--- src/smc_pkg.sv ---
// Constants shared by the maintenance command interpreter and its store.
// Assumes a single 50 MHz system clock.
package smc_pkg;
    localparam int CLK_HZ = 50000000;
    localparam int MS_CYCLES = CLK_HZ / 1000;

    localparam logic [15:0] CMD_SAVE_CFG = 16'h3615;
    localparam logic [15:0] CMD_SERIAL = 16'h3682;
    localparam logic [15:0] CMD_SELF_TEST = 16'h3639;
    localparam logic [15:0] CMD_FACTORY_RST = 16'h3632;

    // Longest execution times in milliseconds.
    localparam int T_SAVE_MS = 800;
    localparam int T_SERIAL_MS = 1;
    localparam int T_SELF_TEST_MS = 10000;
    localparam int T_FACTORY_MS = 1200;

    // Response lengths in bytes.
    localparam logic [3:0] SERIAL_LEN = 4'h9;
    localparam logic [3:0] SELF_TEST_LEN = 4'h3;

    // Checksum parameters.
    localparam logic [7:0] CRC_POLY = 8'h31;
    localparam logic [7:0] CRC_INIT = 8'hff;

    // Non-volatile store word addresses.
    localparam logic [2:0] NV_TEMP_OFFSET = 3'h0;
    localparam logic [2:0] NV_ALTITUDE = 3'h1;
    localparam logic [2:0] NV_AUTO_BASE = 3'h2;
    localparam logic [2:0] NV_FORCED_HIST = 3'h4;
    localparam logic [2:0] NV_AUTO_HIST = 3'h5;

    // Slot indices walked by the write sequencer.
    localparam logic [2:0] IDX_FIRST_HIST = 3'h3;
    localparam logic [2:0] IDX_LAST_CFG = 3'h2;
    localparam logic [2:0] IDX_LAST = 3'h4;

    // Factory defaults of the configuration.
    localparam logic [15:0] DEF_TEMP_OFFSET = 16'h0000;
    localparam logic [15:0] DEF_ALTITUDE = 16'h0000;
    localparam logic DEF_AUTO_BASE = 1'b1;

    // Unique serial number; the value is arbitrary.
    localparam logic [47:0] SERIAL_DEFAULT = 48'h0123_4567_89ab;

    typedef enum logic [2:0] {
        SMC_IDLE = 3'b000,
        SMC_NVWR = 3'b001,
        SMC_NVRD = 3'b011,
        SMC_WAIT = 3'b010,
        SMC_HIST = 3'b110
    } smc_state_t;

    typedef enum logic [1:0] {
        OP_SAVE = 2'h0,
        OP_SERIAL = 2'h1,
        OP_SELF_TEST = 2'h2,
        OP_FACTORY = 2'h3
    } smc_op_t;
endpackage
--- src/smc_core.sv ---
// Maintenance command interpreter: save, serial number, self-test, reset.
// Assumes a byte-level bus front end on the same clock delivering whole
// 16-bit command codes and asking for response bytes one at a time.
`timescale 1ns/10ps

//
// Summary of operation
// The save command copies the live configuration into the store and ends within 800 ms.
// Live configuration is held outside in volatile logic and is lost at power loss.
// The controller should save only when the configuration really changed.
// Calibration history is written to the store on its own whenever it changes.
// The serial command yields nine bytes after 1 ms, three words each with a checksum.
// The controller joins the three serial words into 48 bits, first word highest.
// The self-test command answers after 10000 ms with one status word and checksum.
// The self-test status word is zero on success and nonzero on a fault.
// The factory reset restores default configuration and clears both histories in 1200 ms.
// Each checksum is a CRC-8 with polynomial 0x31 and start value 0xff over its word.
// The controller sends each command code high byte first in one write.
module smc_core
import smc_pkg::*;
#(
    parameter int CYC_PER_MS = MS_CYCLES,
    parameter int SAVE_MS = T_SAVE_MS,
    parameter int SERIAL_MS = T_SERIAL_MS,
    parameter int SELF_TEST_MS = T_SELF_TEST_MS,
    parameter int FACTORY_MS = T_FACTORY_MS,
    parameter logic [47:0] SERIAL_NUM = SERIAL_DEFAULT
) (
    input wire logic sys_clk,
    input wire logic arst_n,
    input wire logic cmd_valid,
    input wire logic [15:0] cmd_code,
    input wire logic rd_req,
    input wire logic [15:0] cfg_temp_offset,
    input wire logic [15:0] cfg_altitude,
    input wire logic cfg_auto_baseline_correction,
    input wire logic hist_update,
    input wire logic [15:0] hist_forced_recalibration,
    input wire logic [15:0] hist_auto_baseline_correction,
    input wire logic [15:0] self_test_status,
    output logic busy,
    output logic cmd_nack,
    output logic cmd_done,
    output logic [7:0] tx_data,
    output logic tx_valid,
    output logic tx_nack,
    output logic cfg_load,
    output logic [15:0] load_temp_offset,
    output logic [15:0] load_altitude,
    output logic load_auto_baseline_correction
);
    ////////////////////////////////////////////////////////////////////////
    typedef struct packed {
        smc_state_t state;
        smc_op_t op;
        logic [2:0] idx;
        logic [15:0] tick;
        logic [13:0] ms_left;
        logic [71:0] rsp_buf;
        logic [3:0] rsp_left;
        logic hist_pend;
        logic busy;
        logic cmd_nack;
        logic cmd_done;
        logic [7:0] tx_data;
        logic tx_valid;
        logic tx_nack;
        logic cfg_load;
        logic [15:0] ld_toff;
        logic [15:0] ld_alt;
        logic ld_abc;
    } smc_regs_t;

    smc_regs_t r_r;
    smc_regs_t r_nxt;
    logic nv_we;
    logic [2:0] nv_waddr;
    logic [15:0] nv_wdata;
    logic [2:0] nv_raddr;
    logic [15:0] nv_rdata;
    logic ms_tick;

    ////////////////////////////////////////////////////////////////////////
    function automatic logic [7:0] crc8(input logic [15:0] w);
        logic [7:0] c;
        c = CRC_INIT;
        for (int i = 15; i >= 0; i--) begin
            if (c[7] ^ w[i]) begin
                c = {c[6:0], 1'b0} ^ CRC_POLY;
            end else begin
                c = {c[6:0], 1'b0};
            end
        end
        return c;
    endfunction

    function automatic logic [2:0] slot_addr(input logic [2:0] idx);
        case (idx)
            3'h0: slot_addr = NV_TEMP_OFFSET;
            3'h1: slot_addr = NV_ALTITUDE;
            3'h2: slot_addr = NV_AUTO_BASE;
            3'h3: slot_addr = NV_FORCED_HIST;
            default: slot_addr = NV_AUTO_HIST;
        endcase
    endfunction

    ////////////////////////////////////////////////////////////////////////
    smc_nvmem #(.AW(3), .DW(16)) u_store (
        .sys_clk(sys_clk),
        .we(nv_we),
        .waddr(nv_waddr),
        .wdata(nv_wdata),
        .raddr(nv_raddr),
        .rdata_r(nv_rdata)
    );

    always_comb begin
        r_nxt = r_r;
        r_nxt.cmd_nack = 1'b0;
        r_nxt.cmd_done = 1'b0;
        r_nxt.tx_valid = 1'b0;
        r_nxt.tx_nack = 1'b0;
        r_nxt.cfg_load = 1'b0;
        nv_we = 1'b0;
        nv_waddr = slot_addr(r_r.idx);
        nv_wdata = 16'h0000;
        nv_raddr = slot_addr(r_r.idx);
        ms_tick = (r_r.tick == 16'(CYC_PER_MS - 1));
        r_nxt.tick = ms_tick ? 16'h0000 : r_r.tick + 16'h0001;
        if (ms_tick && r_r.ms_left != 14'h0000) begin
            r_nxt.ms_left = r_r.ms_left - 14'h0001;
        end

        // Byte reads: a read with nothing ready, or while busy, is refused.
        if (rd_req) begin
            if (!r_r.busy && r_r.rsp_left != 4'h0) begin
                r_nxt.tx_data = r_r.rsp_buf[71:64];
                r_nxt.tx_valid = 1'b1;
                r_nxt.rsp_buf = {r_r.rsp_buf[63:0], 8'h00};
                r_nxt.rsp_left = r_r.rsp_left - 4'h1;
            end else begin
                r_nxt.tx_nack = 1'b1;
            end
        end

        case (r_r.state)
            SMC_IDLE: begin
                if (cmd_valid) begin
                    r_nxt.rsp_left = 4'h0;
                    r_nxt.tick = 16'h0000;
                    r_nxt.idx = 3'h0;
                    r_nxt.busy = 1'b1;
                    r_nxt.state = SMC_NVWR;
                    case (cmd_code)
                        CMD_SAVE_CFG: begin
                            r_nxt.op = OP_SAVE;
                            r_nxt.ms_left = 14'(SAVE_MS);
                        end
                        CMD_FACTORY_RST: begin
                            r_nxt.op = OP_FACTORY;
                            r_nxt.ms_left = 14'(FACTORY_MS);
                        end
                        CMD_SERIAL: begin
                            r_nxt.op = OP_SERIAL;
                            r_nxt.ms_left = 14'(SERIAL_MS);
                            r_nxt.state = SMC_WAIT;
                        end
                        CMD_SELF_TEST: begin
                            r_nxt.op = OP_SELF_TEST;
                            r_nxt.ms_left = 14'(SELF_TEST_MS);
                            r_nxt.state = SMC_WAIT;
                        end
                        default: begin
                            r_nxt.busy = 1'b0;
                            r_nxt.cmd_nack = 1'b1;
                            r_nxt.state = SMC_IDLE;
                        end
                    endcase
                end else if (r_r.hist_pend) begin
                    // History is committed only between commands.
                    r_nxt.idx = IDX_FIRST_HIST;
                    r_nxt.hist_pend = 1'b0;
                    r_nxt.state = SMC_HIST;
                end
            end
            SMC_NVWR: begin
                nv_we = 1'b1;
                if (r_r.op == OP_FACTORY) begin
                    case (r_r.idx)
                        3'h0: nv_wdata = DEF_TEMP_OFFSET;
                        3'h1: nv_wdata = DEF_ALTITUDE;
                        3'h2: nv_wdata = {15'h0000, DEF_AUTO_BASE};
                        default: nv_wdata = 16'h0000;
                    endcase
                end else begin
                    case (r_r.idx)
                        3'h0: nv_wdata = cfg_temp_offset;
                        3'h1: nv_wdata = cfg_altitude;
                        default: nv_wdata = {15'h0000,
                            cfg_auto_baseline_correction};
                    endcase
                end
                r_nxt.idx = r_r.idx + 3'h1;
                if (r_r.op == OP_SAVE && r_r.idx == IDX_LAST_CFG) begin
                    r_nxt.state = SMC_WAIT;
                end else if (r_r.idx == IDX_LAST) begin
                    r_nxt.idx = 3'h0;
                    r_nxt.state = SMC_NVRD;
                end
            end
            SMC_NVRD: begin
                // Read back the defaults so the live settings follow them.
                r_nxt.idx = r_r.idx + 3'h1;
                case (r_r.idx)
                    3'h1: r_nxt.ld_toff = nv_rdata;
                    3'h2: r_nxt.ld_alt = nv_rdata;
                    3'h3: begin
                        r_nxt.ld_abc = nv_rdata[0];
                        r_nxt.cfg_load = 1'b1;
                        r_nxt.state = SMC_WAIT;
                    end
                    default: ;
                endcase
            end
            SMC_WAIT: begin
                if (r_r.ms_left == 14'h0000) begin
                    r_nxt.busy = 1'b0;
                    r_nxt.cmd_done = 1'b1;
                    r_nxt.state = SMC_IDLE;
                    if (r_r.op == OP_SERIAL) begin
                        r_nxt.rsp_buf = {SERIAL_NUM[47:32],
                            crc8(SERIAL_NUM[47:32]),
                            SERIAL_NUM[31:16], crc8(SERIAL_NUM[31:16]),
                            SERIAL_NUM[15:0], crc8(SERIAL_NUM[15:0])};
                        r_nxt.rsp_left = SERIAL_LEN;
                    end else if (r_r.op == OP_SELF_TEST) begin
                        r_nxt.rsp_buf = {self_test_status,
                            crc8(self_test_status), 48'h0};
                        r_nxt.rsp_left = SELF_TEST_LEN;
                    end
                end
            end
            SMC_HIST: begin
                nv_we = 1'b1;
                nv_wdata = (r_r.idx == IDX_FIRST_HIST) ?
                    hist_forced_recalibration :
                    hist_auto_baseline_correction;
                r_nxt.idx = r_r.idx + 3'h1;
                if (r_r.idx == IDX_LAST) begin
                    r_nxt.state = SMC_IDLE;
                end
            end
            default: r_nxt.state = SMC_IDLE;
        endcase
        // A history change in the same cycle as the clear is kept.
        if (hist_update) begin
            r_nxt.hist_pend = 1'b1;
        end
    end

    always_ff @(posedge sys_clk or negedge arst_n) begin
        if (!arst_n) begin
            r_r <= '0;
        end else begin
            r_r <= r_nxt;
        end
    end

    assign busy = r_r.busy;
    assign cmd_nack = r_r.cmd_nack;
    assign cmd_done = r_r.cmd_done;
    assign tx_data = r_r.tx_data;
    assign tx_valid = r_r.tx_valid;
    assign tx_nack = r_r.tx_nack;
    assign cfg_load = r_r.cfg_load;
    assign load_temp_offset = r_r.ld_toff;
    assign load_altitude = r_r.ld_alt;
    assign load_auto_baseline_correction = r_r.ld_abc;
endmodule

--- src/smc_nvmem.sv ---
// Small word store standing in for the non-volatile memory.
// Assumes one clock; contents survive the logic reset.
`timescale 1ns/10ps
module smc_nvmem #(
    parameter int AW = 3,
    parameter int DW = 16
) (
    input wire logic sys_clk,
    input wire logic we,
    input wire logic [AW-1:0] waddr,
    input wire logic [DW-1:0] wdata,
    input wire logic [AW-1:0] raddr,
    output logic [DW-1:0] rdata_r
);
    logic [DW-1:0] mem [0:(1<<AW)-1];

    // No reset on the array: a logic reset must not wipe stored words.
    always_ff @(posedge sys_clk) begin
        if (we) begin
            mem[waddr] <= wdata;
        end
        rdata_r <= mem[raddr];
    end
endmodule

--- config.mk ---
export PLATFORM = sky130hd
export DESIGN_NAME = smc_core
export DESIGN_NICKNAME = d
export VERILOG_FILES = /design/src/smc_pkg.sv /design/src/smc_core.sv /design/src/smc_nvmem.sv
export SDC_FILE = /design/constraint.sdc
export NUM_CORES = 1
export LEC_CHECK = 0
export ABC_AREA = 1
export BUFFER_PORTS_ARGS = -buffer_cell sky130_fd_sc_hd__buf_2
export CELL_PAD_IN_SITES_DETAIL_PLACEMENT = 1
export CELL_PAD_IN_SITES_GLOBAL_PLACEMENT = 1
export CORE_MARGIN = 5
export CORE_UTILIZATION = 45
export CTS_CLUSTER_SIZE = 8
export DETAILED_ROUTE_END_ITERATION = 10
export MAX_ROUTING_LAYER = met4
export PLACE_DENSITY_LB_ADDON = 0.1
export SKIP_CTS_REPAIR_TIMING = 1
export SYNTH_ARGS = -nofsm -noshare
export SYNTH_HDL_FRONTEND = slang
export SYNTH_SLANG_ARGS = --single-unit
--- constraint.sdc ---
create_clock -name sys_clk -period 5.3 [get_ports sys_clk]
set_input_delay 1.06 -clock sys_clk [delete_from_list [all_inputs] [get_ports sys_clk]]
set_output_delay 1.06 -clock sys_clk [all_outputs]
set_load 0.03 [all_outputs]
==> results.sh <==
export IMPL_start_kind="flop"
export IMPL_grtUsageMet1=0.310
export IMPL_setup_slack_ns=1.63
export IMPL_grtUsageMet3=0.0348
export IMPL_cap_violations=0
export IMPL_start_util=0.453
export IMPL_crit_family="buffers and inverters"
export IMPL_crit_fanout=19
export IMPL_finalWirelength_um=37100
export IMPL_dp_hpwl_um=25200
export IMPL_p_leak_nw=7.14
export IMPL_dp_slack_ns=1.60
export IMPL_core_area_um2=31400
export IMPL_final_layout_size_suffix_gt1_frac=0.193
export IMPL_criticalPathCategory="flop to flop"
export IMPL_rows=65
export IMPL_clk_pin_slew_ns=0.05
export IMPL_timing_final_crit_share=0.692
export IMPL_period_minus_slack_ns=3.67
export IMPL_worstMarginPinSlew_ns=1.36
export IMPL_ys_ff_latch=306
export IMPL_syn_nets=1583
export IMPL_wl_per_cell_um=18.4
export IMPL_synth_edff_count=128
export IMPL_peakVddDrop_mv=0.203
export IMPL_final_hold_violation_count=0
export IMPL_cts_buffer_depth=3
export IMPL_synth_area_per_cell_um2=9.66
export IMPL_cts_tree="yes"
export IMPL_drt_pass1_iterations=4
export IMPL_synth_area_um2=14200
export IMPL_yosysWarnings=0
export IMPL_status="finished clean"
export IMPL_ys_types=55
export IMPL_clock_skew_ns=0.0161
export IMPL_grt_pass1_vias=11600
export IMPL_grt_pass1_wl_um=61300
export IMPL_maxSlewViolCount=0
export IMPL_gp_congestion=0.815
export IMPL_drt_vias_per_instance=5.40
export IMPL_area_growth_pct=14.9
export IMPL_cp_slowest_cell="clkinv_1"
export IMPL_pin_count=149
export IMPL_grt_max_degree=90
export IMPL_die_y_um=188
export IMPL_io_buffers=148
export IMPL_grtUsageMet2=0.331
export IMPL_cp_num_buf_inv=4
export IMPL_antenna_found_initial=0
export IMPL_diodes=0
export IMPL_ys_seq_area_frac=0.577
export IMPL_busiest_layer="met2"
export IMPL_synthCells=1473
export IMPL_cts_root_buf="clkbuf_16"
export IMPL_drt_iter0_drc=504
export IMPL_ant_nets=0
export IMPL_fp_dieW_um=188
export IMPL_critical_path_arrival_ns=3.83
export IMPL_p_per_area_nw_per_um2=499
export IMPL_fmax_mhz=273
export IMPL_hp_class="flop to flop"
export IMPL_final_setup_viol_count=0
export IMPL_critPathMaxStageDelay_ns=0.74
export IMPL_required_ns=5.46
export IMPL_dr_total_vias=10800
export IMPL_final_cell_mix="206 x nand2_1, 185 x o21ai_0, 178 x nor2_1"
export IMPL_clk_latency_ns=0.54
export IMPL_grt_overflow=0
export IMPL_final_common_cell="nand2_1"
export IMPL_worstPathCellList="inv_2, ha_1, clkinv_1, nor2_1, buf_4, nand2_1, inv_1"
export IMPL_rsz0062_at_grt="no"
export IMPL_max_slew_margin=0.0927
export IMPL_dieArea_um2=35300
export IMPL_remaining_drc_errors=0
export IMPL_h_tree_depth=2
export IMPL_worst_setup_path_end_kind="flop"
export IMPL_track_usage=0.216
export IMPL_clock_sinks=306
export IMPL_ys_flop_type="dfrtp_1"
export IMPL_numCtsBuffers=44
export IMPL_layout_nets=1693
export IMPL_setup_tns_ns=0
export IMPL_synth_async_reset_ratio=0.529
## registers in the layout, indices dropped and copies added, names as in the netlist
signal / count
busy: 1
cfg_load: 1
cmd_done: 1
cmd_nack: 1
load_altitude: 16
load_auto_baseline_correction: 1
load_temp_offset: 16
r_r: 115
tx_data: 8
tx_nack: 1
tx_valid: 1
u_store.mem: 128
u_store.rdata_r: 16
## final timing paths
| kind | start | to | slack [ns] | depth (start not counted) |
|---|---|---|---|---|
| max in group asynchronous | arst_n | r_r[156]$_DFFE_PN0P_ | 3.60 | 2 |
| min in group asynchronous | arst_n | tx_data[5]$_DFFE_PN0P_ | 0.61 | 1 |
| hold reg to reg | r_r[138]$_DFF_PN0_ | r_r[138]$_DFF_PN0_ | 0.46 | 1 |
| setup reg to reg | r_r[156]$_DFFE_PN0P_ | u_store.mem[6][9]$_DFFE_PP_ | 1.63 | 7 |
| setup / recovery | r_r[156]$_DFFE_PN0P_ | u_store.mem[6][9]$_DFFE_PP_ | 1.63 | 7 |
| hold / removal | r_r[138]$_DFF_PN0_ | r_r[138]$_DFF_PN0_ | 0.46 | 1 |
## synthesized netlist by cell type (all sizes together), types with 7 or more instances
library cell | instances | area share
nand2 | 230 | 0.067
o21ai | 194 | 0.068
nor2 | 190 | 0.053
dfrtp | 162 | 0.28
inv | 161 | 0.042
edfxtp | 128 | 0.27
buf | 65 | 0.030
nand3 | 45 | 0.018
clkbuf | 37 | 0.0098
o22ai | 27 | 0.012
nor3 | 25 | 0.0098
or2 | 22 | 0.0097
xor2 | 22 | 0.014
a211oi | 17 | 0.0090
o221ai | 17 | 0.010
dfxtp | 16 | 0.023
a32o | 15 | 0.011
o32ai | 15 | 0.0092
nand4 | 14 | 0.0066
a21oi | 13 | 0.0048
ha | 8 | 0.0070
nor3b | 8 | 0.0053
nor4 | 8 | 0.0046
xnor2 | 7 | 0.0043
## layer usage
layer / vias to the layer above / part of all wire
met1: 5372 / 0.48
met2: 259 / 0.45
met5: - / 0
met4: 0 / 0.016
li1: 5161 / -
met3: 56 / 0.050
## cells by family after synthesis
logic type / after synthesis / synth area share
mux: 5 / 0.00352
compound gates: 313 / 0.132
simple gates: 545 / 0.176
flops: 306 / 0.577
fa+ha+maj: 8 / 0.00703
xor+xnor: 31 / 0.0217
buf+inv: 265 / 0.0828
## where the power goes
group	switching [mW]	total [mW]	internal, mW
combinational	1.67	2.45	0.779
clock	1.01	2.60	1.59
sequential	0.175	3.10	2.93
## area by class of cell
class / instances / area, um^2
Fill cell: 3577 / 15000
Sequential cell: 306 / 8220
Multi-Input combinational cell: 902 / 4870
Clock buffer: 67 / 1200
Timing Repair Buffer: 166 / 880
Inverter: 163 / 612
Tap cell: 402 / 503
Clock inverter: 4 / 75.1
## stage by stage
step	cells	hold slack [ns]	instance area, um^2	power (mW)	utilization
final	2010	0.458	16400	8.16	0.521
after global placement	1938	0.450	15100	5.47	0.480
after global routing	2010	0.486	16400	8.69	0.521
after CTS	2009	0.460	16300	8.23	0.521
after detailed placement	1938	0.453	15100	5.57	0.480
after floorplan	1473	0.433	14200	4.83	-
(Power assumes the default switching activity.)
